<file path="src/hdl/sdimc_pkg.sv">
package sdimc_pkg;
	localparam logic [7:0] SDIMC_EYE_MON_ADDR = 8'h3E;
	localparam logic [7:0] SDIMC_PAGE_ADDR = 8'hFF;
	localparam logic [7:0] SDIMC_MODE_ADDR = 8'h10;
	localparam logic [7:0] SDIMC_BOOST_ADDR = 8'h11;
	localparam logic [7:0] SDIMC_STATUS_ADDR = 8'h12;
	localparam logic [2:0] SDIMC_PAGE_GLOBAL = 3'h0;
	localparam logic [2:0] SDIMC_PAGE_EQCDR = 3'h4;
	localparam logic [2:0] SDIMC_PAGE_IOCFG = 3'h5;
	localparam int SDIMC_EYE_EN_BIT = 7;
	localparam logic [7:0] SDIMC_EYE_MON_RST = 8'h80;
	localparam logic [7:0] SDIMC_MODE_RST = 8'h00;
	localparam logic [7:0] SDIMC_BOOST_RST = 8'h08;
	localparam int SDIMC_ADAPT_CYCLES = 16;
	localparam int SDIMC_STRAP_SETTLE = 3;
	typedef enum logic [1:0] {
		SDIMC_RATE_3G = 2'h0,
		SDIMC_RATE_HD = 2'h1,
		SDIMC_RATE_SD = 2'h2,
		SDIMC_RATE_OTHER = 2'h3
	} sdimc_rate_e;
	typedef enum logic [1:0] {
		SDIMC_ST_SEEK = 2'h0,
		SDIMC_ST_LOCK = 2'h1,
		SDIMC_ST_BYPASS = 2'h3
	} sdimc_cdr_e;
endpackage
</file>
<file path="src/hdl/sdimc_if.sv">
interface sdimc_if;
	logic wr_en;
	logic rd_en;
	logic [7:0] addr;
	logic [7:0] wdata;
	logic [7:0] rdata;
	logic direction_select_pin;
	logic host_output_select_pin;
	logic loop_output_select_pin;
	logic if_select_float;
	modport dev (input wr_en, input rd_en, input addr, input wdata, output rdata,
		input direction_select_pin, input host_output_select_pin,
		input loop_output_select_pin, input if_select_float);
	modport host (output wr_en, output rd_en, output addr, output wdata, input rdata,
		output direction_select_pin, output host_output_select_pin,
		output loop_output_select_pin, output if_select_float);
endinterface

</file>
<file path="src/hdl/sdimc_dev.sv">
module sdimc_dev
	import sdimc_pkg::*;
#(
	parameter int ADAPT_CYCLES = SDIMC_ADAPT_CYCLES
) (
	input wire logic clk_sys,
	input wire logic rstn,
	input wire logic [1:0] input_rate,
	input wire logic input_present,
	sdimc_if.dev bus,
	output logic [2:0] page,
	output logic driver_mode,
	output logic host_output_en,
	output logic second_coax_output_en,
	output logic coax_port_drive,
	output logic host_output_from_coax,
	output logic cdr_locked,
	output logic reclock_bypass,
	output logic eye_monitor_on,
	output logic [3:0] boost,
	output logic spi_mode
);
	// ------------------------------------------------------------
	// Pin synchronisers
	// ------------------------------------------------------------
	// The chain resets to the pins' idle levels (strap floating, selects low), so no false
	// pin change is seen while it fills after reset.
	logic [3:0] pin_s1_reg;
	logic [3:0] pin_s2_reg;
	logic [3:0] pin_s3_reg;
	always_ff @(posedge clk_sys or negedge rstn) begin
		if (!rstn) begin
			pin_s1_reg <= 4'h8;
			pin_s2_reg <= 4'h8;
			pin_s3_reg <= 4'h8;
		end else begin
			pin_s1_reg <= {bus.if_select_float, bus.loop_output_select_pin,
				bus.host_output_select_pin, bus.direction_select_pin};
			pin_s2_reg <= pin_s1_reg;
			// The third stage serves only the strap stability check, so the first stage feeds nothing else.
			pin_s3_reg <= pin_s2_reg;
		end
	end
	wire dir_pin = pin_s2_reg[0];
	wire ho_pin = pin_s2_reg[1];
	wire lo_pin = pin_s2_reg[2];
	wire ifsel = pin_s2_reg[3];
	// ------------------------------------------------------------
	// Registers
	// ------------------------------------------------------------
	logic [2:0] page_reg;
	logic [7:0] eye_reg, mode_reg, boost_reg, rdata_reg;
	logic strap_done_reg, spi_reg;
	wire wr_page = bus.wr_en && bus.addr == SDIMC_PAGE_ADDR;
	wire on_eq = page_reg == SDIMC_PAGE_EQCDR;
	wire on_io = page_reg == SDIMC_PAGE_IOCFG;
	wire wr_eye = bus.wr_en && on_eq && bus.addr == SDIMC_EYE_MON_ADDR;
	wire wr_mode = bus.wr_en && page_reg == SDIMC_PAGE_GLOBAL && bus.addr == SDIMC_MODE_ADDR;
	wire wr_boost = bus.wr_en && on_io && bus.addr == SDIMC_BOOST_ADDR;
	// Register bit 0 overrides pin to driver mode, bit 1 selects manual boost.
	wire drv_next = dir_pin || mode_reg[0];
	wire manual = mode_reg[1];
	logic [7:0] status_w;
	logic [7:0] rd_next;
	always_ff @(posedge clk_sys or negedge rstn) begin
		if (!rstn) begin
			page_reg <= SDIMC_PAGE_GLOBAL;
			eye_reg <= SDIMC_EYE_MON_RST;
			mode_reg <= SDIMC_MODE_RST;
			boost_reg <= SDIMC_BOOST_RST;
			rdata_reg <= 8'h00;
		end else begin
			if (wr_page) begin
				page_reg <= bus.wdata[2:0];
			end
			if (wr_eye) begin
				eye_reg <= bus.wdata;
			end
			if (wr_mode) begin
				mode_reg <= bus.wdata;
			end
			if (wr_boost) begin
				boost_reg <= bus.wdata;
			end
			if (bus.rd_en) begin
				rdata_reg <= rd_next;
			end
		end
	end
	// ------------------------------------------------------------
	// Power-up strap of the register interface
	// ------------------------------------------------------------
	// The strap is taken only once the host's pin level has reached the second stage, never
	// the reset value still travelling down the chain. Later pin changes wait for the next
	// reset, since a bus mode swap in mid-session would strand the host.
	logic [2:0] strap_wait_reg;
	wire strap_filled = strap_wait_reg == 3'(SDIMC_STRAP_SETTLE);
	wire strap_take = !strap_done_reg && strap_filled && pin_s2_reg == pin_s3_reg;
	always_ff @(posedge clk_sys or negedge rstn) begin
		if (!rstn) begin
			strap_wait_reg <= 3'h0;
			strap_done_reg <= 1'b0;
			spi_reg <= 1'b1;
		end else begin
			if (!strap_filled) begin
				strap_wait_reg <= strap_wait_reg + 3'h1;
			end
			if (strap_take) begin
				strap_done_reg <= 1'b1;
				spi_reg <= ifsel;
			end
		end
	end
	assign bus.rdata = rdata_reg;
	// ------------------------------------------------------------
	// Clock recovery and adaptation
	// ------------------------------------------------------------
	sdimc_cdr_e st_reg;
	logic [7:0] cnt_reg;
	logic [3:0] auto_boost_reg;
	wire supported = sdimc_rate_e'(input_rate) != SDIMC_RATE_OTHER;
	always_ff @(posedge clk_sys or negedge rstn) begin
		if (!rstn) begin
			st_reg <= SDIMC_ST_SEEK;
			cnt_reg <= 8'h00;
			auto_boost_reg <= 4'h0;
		end else begin
			unique case (st_reg)
				SDIMC_ST_SEEK: begin
					if (!input_present) begin
						cnt_reg <= 8'h00;
					end else if (!supported) begin
						st_reg <= SDIMC_ST_BYPASS;
					end else if (manual || cnt_reg == 8'(ADAPT_CYCLES - 1)) begin
						st_reg <= SDIMC_ST_LOCK;
					end else if (eye_reg[SDIMC_EYE_EN_BIT]) begin
						// Adaptive sweep steps boost while the eye monitor scores it.
						cnt_reg <= cnt_reg + 8'h01;
						auto_boost_reg <= auto_boost_reg + 4'h1;
					end
				end
				SDIMC_ST_LOCK: begin
					// Lock no longer leans on the eye monitor, so the host may switch it off here.
					if (!input_present || !supported) begin
						st_reg <= SDIMC_ST_SEEK;
						cnt_reg <= 8'h00;
					end
				end
				SDIMC_ST_BYPASS: begin
					// An unsupported rate passes through unretimed until a supported one returns or the input is lost.
					if (supported || !input_present) begin
						st_reg <= SDIMC_ST_SEEK;
					end
				end
				default: st_reg <= SDIMC_ST_SEEK;
			endcase
		end
	end
	// ------------------------------------------------------------
	// Register read mux
	// ------------------------------------------------------------
	// The page register answers on every page, so the host can never lock itself out.
	wire rd_page_hit = bus.addr == SDIMC_PAGE_ADDR;
	wire rd_eye_hit = on_eq && bus.addr == SDIMC_EYE_MON_ADDR;
	wire rd_mode_hit = page_reg == SDIMC_PAGE_GLOBAL && bus.addr == SDIMC_MODE_ADDR;
	wire rd_status_hit = page_reg == SDIMC_PAGE_GLOBAL && bus.addr == SDIMC_STATUS_ADDR;
	wire rd_boost_hit = on_io && bus.addr == SDIMC_BOOST_ADDR;
	wire st_bypass = st_reg == SDIMC_ST_BYPASS;
	wire st_lock = st_reg == SDIMC_ST_LOCK;
	assign status_w = {3'h0, st_bypass, st_lock, drv_next, spi_reg, strap_done_reg};
	// Unmapped and off-page addresses read as zero.
	assign rd_next = rd_page_hit ? {5'h00, page_reg} :
		rd_eye_hit ? eye_reg :
		rd_mode_hit ? mode_reg :
		rd_status_hit ? status_w :
		rd_boost_hit ? boost_reg :
		8'h00;
	// ------------------------------------------------------------
	// Output steering
	// ------------------------------------------------------------
	always_ff @(posedge clk_sys or negedge rstn) begin
		if (!rstn) begin
			page <= SDIMC_PAGE_GLOBAL;
			driver_mode <= 1'b0;
			host_output_en <= 1'b1;
			second_coax_output_en <= 1'b0;
			coax_port_drive <= 1'b0;
			host_output_from_coax <= 1'b1;
			cdr_locked <= 1'b0;
			reclock_bypass <= 1'b0;
			eye_monitor_on <= 1'b1;
			boost <= 4'h0;
			spi_mode <= 1'b1;
		end else begin
			page <= page_reg;
			driver_mode <= drv_next;
			// The host output may be shut only in driver mode; in equalizer mode it carries the received video.
			host_output_en <= !drv_next || !ho_pin;
			second_coax_output_en <= !lo_pin;
			coax_port_drive <= drv_next;
			host_output_from_coax <= !drv_next;
			cdr_locked <= st_reg == SDIMC_ST_LOCK;
			reclock_bypass <= st_reg == SDIMC_ST_BYPASS;
			eye_monitor_on <= eye_reg[SDIMC_EYE_EN_BIT];
			// Adaptive boost serves the host input, which is only in use in driver mode.
			boost <= (drv_next && !manual) ? auto_boost_reg : boost_reg[3:0];
			spi_mode <= spi_reg;
		end
	end
endmodule

</file>
<file path="src/flat_wrapper.sv">
// flat-port wrapper written by rule: the top's interface ports become plain ports
module sdimc_dev_flat import sdimc_pkg::*;
#(
	parameter int ADAPT_CYCLES = SDIMC_ADAPT_CYCLES
)
  (clk_sys, rstn, input_rate, input_present, page, driver_mode, host_output_en, second_coax_output_en, coax_port_drive, host_output_from_coax, cdr_locked, reclock_bypass, eye_monitor_on, boost, spi_mode, bus_wr_en, bus_rd_en, bus_addr, bus_wdata, bus_rdata, bus_direction_select_pin, bus_host_output_select_pin, bus_loop_output_select_pin, bus_if_select_float);
  sdimc_if bus_i ();
  input wire logic clk_sys;
  input wire logic rstn;
  input wire logic [1:0] input_rate;
  input wire logic input_present;
  output logic [2:0] page;
  output logic driver_mode;
  output logic host_output_en;
  output logic second_coax_output_en;
  output logic coax_port_drive;
  output logic host_output_from_coax;
  output logic cdr_locked;
  output logic reclock_bypass;
  output logic eye_monitor_on;
  output logic [3:0] boost;
  output logic spi_mode;
  input wire logic [$bits(bus_i.wr_en)-1:0] bus_wr_en;
  input wire logic [$bits(bus_i.rd_en)-1:0] bus_rd_en;
  input wire logic [$bits(bus_i.addr)-1:0] bus_addr;
  input wire logic [$bits(bus_i.wdata)-1:0] bus_wdata;
  output wire logic [$bits(bus_i.rdata)-1:0] bus_rdata;
  input wire logic [$bits(bus_i.direction_select_pin)-1:0] bus_direction_select_pin;
  input wire logic [$bits(bus_i.host_output_select_pin)-1:0] bus_host_output_select_pin;
  input wire logic [$bits(bus_i.loop_output_select_pin)-1:0] bus_loop_output_select_pin;
  input wire logic [$bits(bus_i.if_select_float)-1:0] bus_if_select_float;
  assign bus_i.wr_en = bus_wr_en;
  assign bus_i.rd_en = bus_rd_en;
  assign bus_i.addr = bus_addr;
  assign bus_i.wdata = bus_wdata;
  assign bus_rdata = bus_i.rdata;
  assign bus_i.direction_select_pin = bus_direction_select_pin;
  assign bus_i.host_output_select_pin = bus_host_output_select_pin;
  assign bus_i.loop_output_select_pin = bus_loop_output_select_pin;
  assign bus_i.if_select_float = bus_if_select_float;
  sdimc_dev #(.ADAPT_CYCLES(ADAPT_CYCLES)) u_core (.clk_sys(clk_sys), .rstn(rstn), .input_rate(input_rate), .input_present(input_present), .bus(bus_i), .page(page), .driver_mode(driver_mode), .host_output_en(host_output_en), .second_coax_output_en(second_coax_output_en), .coax_port_drive(coax_port_drive), .host_output_from_coax(host_output_from_coax), .cdr_locked(cdr_locked), .reclock_bypass(reclock_bypass), .eye_monitor_on(eye_monitor_on), .boost(boost), .spi_mode(spi_mode));
endmodule
</file>
<file path="config.mk">
export PLATFORM = sky130hd
export DESIGN_NAME = sdimc_dev_flat
export DESIGN_NICKNAME = d
export VERILOG_FILES = /design/src/hdl/sdimc_pkg.sv /design/src/hdl/sdimc_if.sv /design/src/hdl/sdimc_dev.sv /design/src/flat_wrapper.sv
export SDC_FILE = /design/constraint.sdc
export NUM_CORES = 1
export LEC_CHECK = 0
export ABC_AREA = 1
export BUFFER_PORTS_ARGS = -buffer_cell sky130_fd_sc_hd__buf_2
export CAP_MARGIN = 5
export CORE_MARGIN = 2
export CORE_UTILIZATION = 57
export CTS_CLUSTER_DIAMETER = 120
export DETAILED_ROUTE_END_ITERATION = 10
export PLACE_DENSITY = 0.76
export SYNTH_ARGS = -nofsm -noshare
export SYNTH_HDL_FRONTEND = slang
export SYNTH_SLANG_ARGS = --single-unit
</file>
<file path="constraint.sdc">
create_clock -name clk_sys -period 2.3 [get_ports clk_sys]
set_clock_uncertainty 0.15 [all_clocks]
set_input_delay 0.46 -clock clk_sys [delete_from_list [all_inputs] [get_ports clk_sys]]
set_output_delay 0.46 -clock clk_sys [all_outputs]
set_load 0.02 [all_outputs]
</file>
---- Yosys cells after proc, flatten, opt, wreduce, memory -nomap -nowiden ----
Cells that the tools add are included.
word-level totals
  input bits .............................. 27
  memories ................................ 0
  memory bits (writable) .................. 0
  bits in read-only memories .............. 0
  bits in latches ......................... 0
  bits in registers ....................... 81
  output and inout bits ................... 24
cells by class
  bitwise logic cells ..................... 1
  muxes and demuxes ....................... 18
  shift-type cells ........................ 0
  div/mod/pow operators ................... 0
  add/sub/neg operators ................... 3
  equal/unequal tests ..................... 20
  reductions and logical operators ........ 32
  multipliers ............................. 0
  $lt $le $gt $ge ......................... 0
operators by type and width
  cell                                                                      count
  8-bit two-way mux                                                         10
  8-bit by 5-bit equality test with 1-bit output (second input constant)    3
  8-bit one-hot mux with 2 select lines                                     1
  1-bit logical AND                                                         14
  2-bit two-way mux                                                         5
  5-bit AND reduction                                                       2
  8-bit by 1-bit adder with 8-bit output (second input constant)            1
  8-bit by 4-bit equality test with 1-bit output (second input constant)    1
  8-bit by 6-bit equality test with 1-bit output (second input constant)    1
  8-bit equality test (second input constant)                               1
  2-bit inequality test (second input constant)                             4
  1-bit logical NOT                                                         7
  3-bit equality test (second input constant)                               2
  3-bit by 2-bit inequality test with 1-bit output (second input constant)  2
  3-bit inequality test (second input constant)                             2
  2-bit one-hot mux with 3 select lines                                     1
  1-bit logical OR                                                          5
  4-bit by 1-bit adder with 4-bit output (second input constant)            1
  4-bit equality test                                                       1
  4-bit two-way mux                                                         1
  4-bit AND reduction                                                       1
  3-bit by 1-bit adder with 3-bit output (second input constant)            1
  3-bit by 2-bit equality test with 1-bit output (second input constant)    1
  3-bit logical NOT                                                         1
  other kinds (5)                                                           5

---- Depth between registers and ports, before layout ----
Gate-level depths: netlist of the first run.
  depth in word-level cells ............... 7
  mapped depth ............................ 10
  mapped depth without buffers ............ 10

---- Least setup slack after synthesis of the first run ----
No wires, ideal clock.
  kind .................................... register to register
  start point ............................. register u_core.cnt_reg[0]
  end point ............................... register u_core.auto_boost_reg[2]
  required time ........................... 2034 ps
  cell stages (with the launch flop) ...... 11
  setup time .............................. 116 ps
  period minus slack after synthesis ...... 1642 ps
  data arrival time ....................... 1375 ps
  setup slack ............................. 658 ps
  path through ............................ dfrtp_1 -> ha_1 -> nand2_1 -> nor2_1 -> nand4_1 -> and2_1 -> nand2_1 -> nor2_2 -> nand2_1 -> nand2_1 -> nand2_1
on the way
  cells in the longest elaborated chain, start to end .. 4
RTL lines
  what                                            RTL line          RTL
  start, declared                                 sdimc_dev.sv:119  logic [7:0] cnt_reg;
  start signal, assigned                          sdimc_dev.sv:138  cnt_reg <= cnt_reg + 8'h01;
  8-bit by 4-bit equality test with 1-bit output  sdimc_dev.sv:134  end else if (manual || cnt_reg == 8'(ADAPT_CYCLES - 1)) begin
  1-bit logical OR                                sdimc_dev.sv:134
  1-bit inverter (no source line)                 -
  5-bit AND reduction (no source line)            -
  end signal, assigned                            sdimc_dev.sv:139  auto_boost_reg <= auto_boost_reg + 4'h1;
  end, declared                                   sdimc_dev.sv:120  logic [3:0] auto_boost_reg;
No other way between the ends.
A chain may end at the register's enable or synchronous reset.

---- Final worst setup path of the first run ----
Ends and elaborated chain as after synthesis.

==> results of run 1 <==
[how the worst min path moves through the flow]
| stage | from | endpoint | cells after the start |
|---|---|---|---|
| floorplan | rstn | u_core.auto_boost_reg[0] | 0 |
| global placement | u_core.pin_s1_reg[2] | u_core.pin_s2_reg[2] | 0 |
| detailed placement | u_core.pin_s1_reg[0] | u_core.pin_s2_reg[0] | 0 |
| CTS | bus_loop_output_select_pin | u_core.pin_s1_reg[2] | 1 |
| global route | bus_loop_output_select_pin | u_core.pin_s1_reg[2] | 1 |
| finish | bus_if_select_float | u_core.pin_s1_reg[3] | 1 |
[metrics by stage]
stage                      util  hold slack, ns  cell area, um2  std cells  total power (uW)
after floorplan               -          0.0144            3680        406              1670
final                     0.675          0.0550            4260        549              2900
after CTS                 0.675          0.0463            4260        549              2920
after detailed placement  0.639           0.191            4030        532              1790
after global placement    0.639           0.184            4030        532              1790
after global routing      0.675          0.0373            4260        549              3020
[repair_timing]
item,CTS,global route
hold buffers,1,0
setup endpoints to repair,0,0
hold endpoints to repair,39,0
setup buffers,0,0
[worst max-delay path: cells and delay by family (launching register included)]
kind                     cells  cell delay, ns
AND/OR/NAND/NOR              9            0.97
flip-flops                   1            0.41
adder cells (fa/ha/maj)      1            0.23
[cell usage after synthesis (all sizes together)]
cell type / count / area share
nand2: 118 / 0.13
dfrtp: 71 / 0.48
inv: 47 / 0.049
nor2: 40 / 0.048
o21ai: 38 / 0.068
nand3: 29 / 0.042
nor3: 11 / 0.016
dfstp: 10 / 0.071
a21oi: 8 / 0.013
nand4: 7 / 0.012
xor2: 5 / 0.012
buf: 4 / 0.0095
ha: 4 / 0.014
mux2: 3 / 0.0092
xnor2: 3 / 0.0071
a211oi: 1 / 0.0020
a21o: 1 / 0.0020
a31oi: 1 / 0.0017
and2: 1 / 0.0017
clkinv: 1 / 0.0010
nor4: 1 / 0.0058
o21a: 1 / 0.0020
o31ai: 1 / 0.0020
[cell type report]
| class | instances | area [um2] | share of cell area |
|---|---|---|---|
| clock buffers | 10 | 128 | 0.0300 |
| inverters | 48 | 183 | 0.0429 |
| multi-input cells | 273 | 1430 | 0.335 |
| clock inverters | 6 | 90.1 | 0.0211 |
| well taps | 77 | 96.3 | 0.0226 |
| repair buffers | 54 | 298 | 0.0699 |
| flip-flops and latches | 81 | 2040 | 0.479 |
[power by group through the flow]
| stage | clock network [uW] | logic (uW) | registers [uW] |
|---|---|---|---|
| floorplan | 0 | 106 | 1570 |
| global placement | 0 | 236 | 1550 |
| detailed placement | 0 | 241 | 1550 |
| CTS | 1150 | 244 | 1520 |
| global route | 1220 | 271 | 1530 |
| finish | 1130 | 240 | 1520 |
[layer usage]
metal	part of all wire	global-route usage
met1	0.45	0.308
met2	0.49	0.377
met3	0.043	0.0610
met4	0.017	0.0866
met5	0	0
[logic make-up after synthesis]
family	Yosys count
AND/OR/NAND/NOR	207
flip-flops	81
buffers and inverters	52
AO/OA/AOI/OAI	51
XOR/XNOR	8
adder cells (fa/ha/maj)	4
multiplexers	3
[placed cells by master, fill, tap and decap left out, types with 2 or more instances in the layout]
master       n
inv_1       42
nor2_1      35
nand2_2      7
nand2_4      2
dfstp_2     10
mux2_2       3
a21oi_2      2
clkbuf_8     9
ha_1         4
xor2_1       5
buf_2       49
nand2_1    109
dfrtp_1     71
nand3_1     27
nor2_2       4
nor3_1      10
o21ai_2     16
o21ai_0     13
o21ai_1      9
buf_4        3
nand3_2      2
inv_2        4
xnor2_1      3
nand4_1      7
bufinv_16    2
a21oi_1      6
==> metrics.txt, run 1 <==
first-pass GRT wire length=13000 um; synthesized flop and latch total=81; Mapped Cells=406; crit-path max cell delay=0.41 ns; XOR/XNOR Fraction of Synth Area=0.0190; port bufs=50; Overall Global Routing Usage=0.234; P_sw=718 uW; Routed WL=7560 um; fill cell count=524; grt total ovfl=0; main combinational cell family by area after synthesis=simple AND/OR/NAND/NOR gates; crit share post-route=0.813; Req. time, crit path=2.39 ns; clock slew at reported path FFs=0.08 ns; outcome=complete, no violations; switching share of total power=0.248; mux contribution to synthesized area=0.00917; maximum vdd drop=394 uV; Synth cell types=36; DR vias/cell=5.15; Final Hold Vio Count=0; Syn-to-layout area delta=15.7%; die width=84.4 um; synthesized area per cell=9.07 um2; row cnt=29; Die Area=7120 um2; Leakage=0.00218 uW; core area=6310 um2; Hold WC Path Type=input port to flip-flop; Netlist Area Pre-Place=3680 um2; DRC Markers=0; Slew Limit Fails=0; FMAX=535 MHz; Critical R2R Capture=u_core.auto_boost_reg[2]; post-synthesis adder-cell area fraction=0.0136; relative slew slack=0.618; critical path arrival=1.96 ns; CP endpoint=u_core.auto_boost_reg[2]; Bufs on Longest Clock Path=2; RSZ-0062 raised after global routing=no; setup_tns=0 ns; drt wl/cell=13.8 um; # setup viols final=0; Clock Power Share=0.391; nets@finish=498; TritonRoute pass-1 iters=4; Power Dens Cells=680 nW/um2; antenna violations before repair=0; clk sinks=81; Routability Congestion=0.905; combinational power share=0.083; Vias=2826; pre-CTS WS=0.362 ns; Top cell by count, worst path=nand2_1; post-DP HPWL=5680 um; post-CTS sizing=0; Crit Reg-Reg Startpoint=u_core.cnt_reg[0]; Setup WS post-layout=0.429 ns; largest net degree at the start of global routing=47; worst r2r path cells=10; root buf cell=clkbuf_8; critical path, cell by cell=ha_1 -> nand2_1 -> nor2_1 -> nand4_1 -> and2_1 -> nand2_1 -> nor2_2 -> nand2_1 -> nand2_1 -> nand2_1; max-cap violation count=0; Initial Utilization=0.583; CP Max Fanout=8; sequential share of power=0.526; Slowest-stage cell, CP=dfrtp_1; crit path launch=u_core.cnt_reg[0]; vias in the first global route=2787; 1st-iter DRT viols=224; Skew-Pair Late Insertion Delay=0.35 ns; Die Y=84.4 um; antenna-violating nets left=0; post-synthesis simple-gate area fraction=0.255; Largest register FFs=12; Synthesis Warnings=0; Net Count, Synth=437; Worst Tran Pin Value=0.573 ns; Diodes inserted=0; CTS tree=yes; Ports=51; layout cells sized above 1=0.258; H-tree depth=3; flop2flop setup slack=0.43 ns; sequential-to-total area share from yosys stat=0.554; type of the worst setup path=flip-flop to flip-flop; final period demand of the worst path=1.87 ns; Critical Path Source Type=flip-flop; Synth Area in Compound Gates=0.0907; Internal Dissipation=2180 uW; CP Capture Type=flip-flop; CTS Buf Count=9
Note: power is estimated with default switching activity, not from simulation.
==> inputs of run 2 (changes only) <==
- ABC_AREA: 1 -> 0
- CORE_UTILIZATION: 57 -> 56
- clock period: 2.3 -> 2 ns (I/O delays scaled with it)
==> run 2 against run 1 <==
Critical path depth decreased by 4. Clock-buffer cell count decreased by 1. Total power increased by 7.9%. Combinational power grew 14%. Critical path type unchanged.
==> metrics.txt, run 2 <==
TritonRoute pass-1 iters=4 (unchanged); synthesized flop and latch total=81 (unchanged); Skew-Pair Late Insertion Delay=0.36 ns (was 0.35 ns); CTS Buf Count=9 (unchanged); Ports=51 (unchanged); Final Hold Vio Count=0 (unchanged); final period demand of the worst path=1.89 ns (was 1.87 ns); fill cell count=432 (was 524); flop2flop setup slack=0.11 ns (was 0.43 ns); Req. time, crit path=2.10 ns (was 2.39 ns); CTS tree=yes (unchanged); clk sinks=81 (unchanged); type of the worst setup path=flip-flop to flip-flop (unchanged); CP Capture Type=flip-flop (unchanged); max-cap violation count=0 (unchanged); Vias=2484 (was 2826); Slew Limit Fails=0 (unchanged); Synthesis Warnings=0 (unchanged); post-DP HPWL=5300 um (was 5680 um); area of the multi-input gates=1330 um2 (was 1430 um2); Leakage=0.00210 uW (was 0.00218 uW); layout cells sized above 1=0.445 (was 0.258); critical path, cell by cell=nor3b_2 -> nand4_1 -> nor2_2 -> and2_4 -> buf_4 -> mux2_2 (was ha_1 -> nand2_1 -> nor2_1 -> nand4_1 -> and2_1 -> nand2_1 -> nor2_2 -> nand2_1 -> nand2_1 -> nand2_1); count leader, synth=dfrtp_1 (was nand2_1); Power Dens Cells=739 nW/um2 (was 680 nW/um2); top post-synthesis cells by count=dfrtp_1 (71), mux2_2 (35), nand2_1 (20), o21ai_0 (19), nor2_1 (18) (was nand2_1 (109), dfrtp_1 (71), inv_1 (42), nor2_1 (35), nand3_1 (27)); port bufs=50 (unchanged); Synth async-reset ratio=1.00 (unchanged); Bufs on Longest Clock Path=2 (unchanged); Yosys top cell area share=0.524 (was 0.482); leading area contributor after synthesis=dfrtp_1 (unchanged); antenna violations before repair=0 (unchanged); CP bufs+invs=1 (was 0); crit share post-route=0.946 (was 0.813); FMAX=529 MHz (was 535 MHz); Largest register FFs=12 (unchanged); most frequent cells in the layout=dfrtp_1 (70), buf_2 (49), mux2_2 (34) (was nand2_1 (109), dfrtp_1 (71), buf_2 (49)); Initial Utilization=0.576 (was 0.583); Mapped Cells=267 (was 406); nets@finish=390 (was 498); sequential-to-total area share from yosys stat=0.602 (was 0.554); total power after layout=3120 uW (was 2900 uW); most common cell after layout, fill and taps aside=dfrtp_1 (was nand2_1); synthesized area per cell=12.7 um2 (was 9.07 um2); crit-path max cell delay=0.42 ns (was 0.41 ns); leading post-synthesis cells by cell area=dfrtp_1 (52%), mux2_2 (12%), dfstp_2 (7.8%) (was dfrtp_1 (48%), nand2_1 (11%), dfstp_2 (7.1%)); core area=5890 um2 (was 6310 um2); grt total ovfl=0 (unchanged); Synth cell types=49 (was 36); Slowest-stage cell, CP=dfrtp_1 (unchanged); critical path arrival=1.99 ns (was 1.96 ns); vias in the first global route=2528 (was 2787); root buf cell=clkbuf_8 (unchanged); Worst Tran Pin Value=0.471 ns (was 0.573 ns); DR vias/cell=5.66 (was 5.15); Netlist Area Pre-Place=3390 um2 (was 3680 um2); Net Count, Synth=298 (was 437); DRC Markers=0 (unchanged); Routed WL=7360 um (was 7560 um); row cnt=28 (was 29); RSZ-0062 raised after global routing=no (unchanged); antenna-violating nets left=0 (unchanged); Main synth FF type=dfrtp_1 (unchanged); Critical Path Source Type=flip-flop (unchanged); largest net degree at the start of global routing=32 (was 47); number of flops mapped to enable cells by yosys=0 (unchanged); Overall Global Routing Usage=0.243 (was 0.234); Die Area=6690 um2 (was 7120 um2); clock slew at reported path FFs=0.08 ns (about the same); Hold WC Path Type=input port to flip-flop (unchanged); Diodes inserted=0 (unchanged); drt wl/cell=16.8 um (was 13.8 um); Sequential cell area=2040 um2 (about the same); Syn-to-layout area delta=24.8% (was 15.7%); H-tree depth=3 (unchanged); maximum vdd drop=544 uV (was 394 uV); outcome=complete, no violations (unchanged); first-pass GRT wire length=11900 um (was 13000 um); # setup viols final=0 (unchanged); relative slew slack=0.678 (was 0.618); setup_tns=0 ns (unchanged); CP Max Fanout=5 (was 8); 1st-iter DRT viols=123 (was 224); die width=81.8 um (was 84.4 um); Crit path max-delay family=simple AND/OR/NAND/NOR gates (unchanged); Routability Congestion=0.840 (was 0.905); Die Y=81.8 um (was 84.4 um)
[run 2: kinds of logic after synthesis]
group,share of synthesized area
and+or+nand+nor,0.113
muxes,0.125
buffers and inverters,0.0162
xor gates and xnor gates,0.0233
DFF,0.602
adders and majority gates,0.0148
AOI/OAI and AO/OA,0.106
[run 2: power by group]
| part | internal [uW] | switching [uW] |
|---|---|---|
| Combinational | 120 | 154 |
| Clock | 458 | 634 |
| Sequential | 1720 | 40.4 |
| Total | 2300 | 828 |
[run 2: area by class of cell]
type | instances | area share
Sequential cell | 81 | 0.483
Inverter | 6 | 0.00533
Tap cell | 75 | 0.0222
Clock inverter | 7 | 0.0130
Multi-Input combinational cell | 173 | 0.314
Clock buffer | 9 | 0.0293
Timing Repair Buffer | 88 | 0.133
[run 2: final timing paths]
path	cells past startpoint	to	startpoint
setup / recovery	6	u_core.mode_reg[7]	u_core.page_reg[2]
hold / removal	3	u_core.st_reg[0]	input_present
setup reg to reg	6	u_core.mode_reg[7]	u_core.page_reg[2]
hold reg to reg	0	u_core.pin_s2_reg[1]	u_core.pin_s1_reg[1]
max in group asynchronous	3	u_core.host_output_en	rstn
min in group asynchronous	2	u_core.page[2]	rstn
[run 2: tightest hold or removal path, cell delays in order]
cell	delay [ns]
buf_2	0.13
nand2_1	0.06
nor2_1	0.03
[run 2: layer usage]
metal	global-route usage	up-vias	wire length (um)
met5	0	-	0
met4	0.0883	0	122
met3	0.0670	11	327
met2	0.398	58	3670
met1	0.311	1263	3240
li1	-	1152	-
[run 2: metrics by stage]
stage	util	cell area, um2	hold WS (ns)	std cells	worst slack (ns)
3_3_place_gp	0.670	3940	0.136	414	-0.0373
6_report	0.718	4230	0.141	439	0.108
5_1_grt	0.718	4230	0.162	439	0.000627
3_5_place_dp	0.670	3940	0.136	414	-0.0738
2_1_floorplan	-	3420	-0.0456	267	-0.0127
4_1_cts	0.711	4190	0.127	436	0.0323
[run 2: repair_timing]
| item | CTS | global route |
|---|---|---|
| pin swaps | 1 | 3 |
| hold endpoints to repair | 20 | 0 |
| hold buffers | 5 | 0 |
| gates resized for setup | 2 | 9 |
| buffers inserted | 1 | 3 |
| setup endpoints to repair | 18 | 25 |
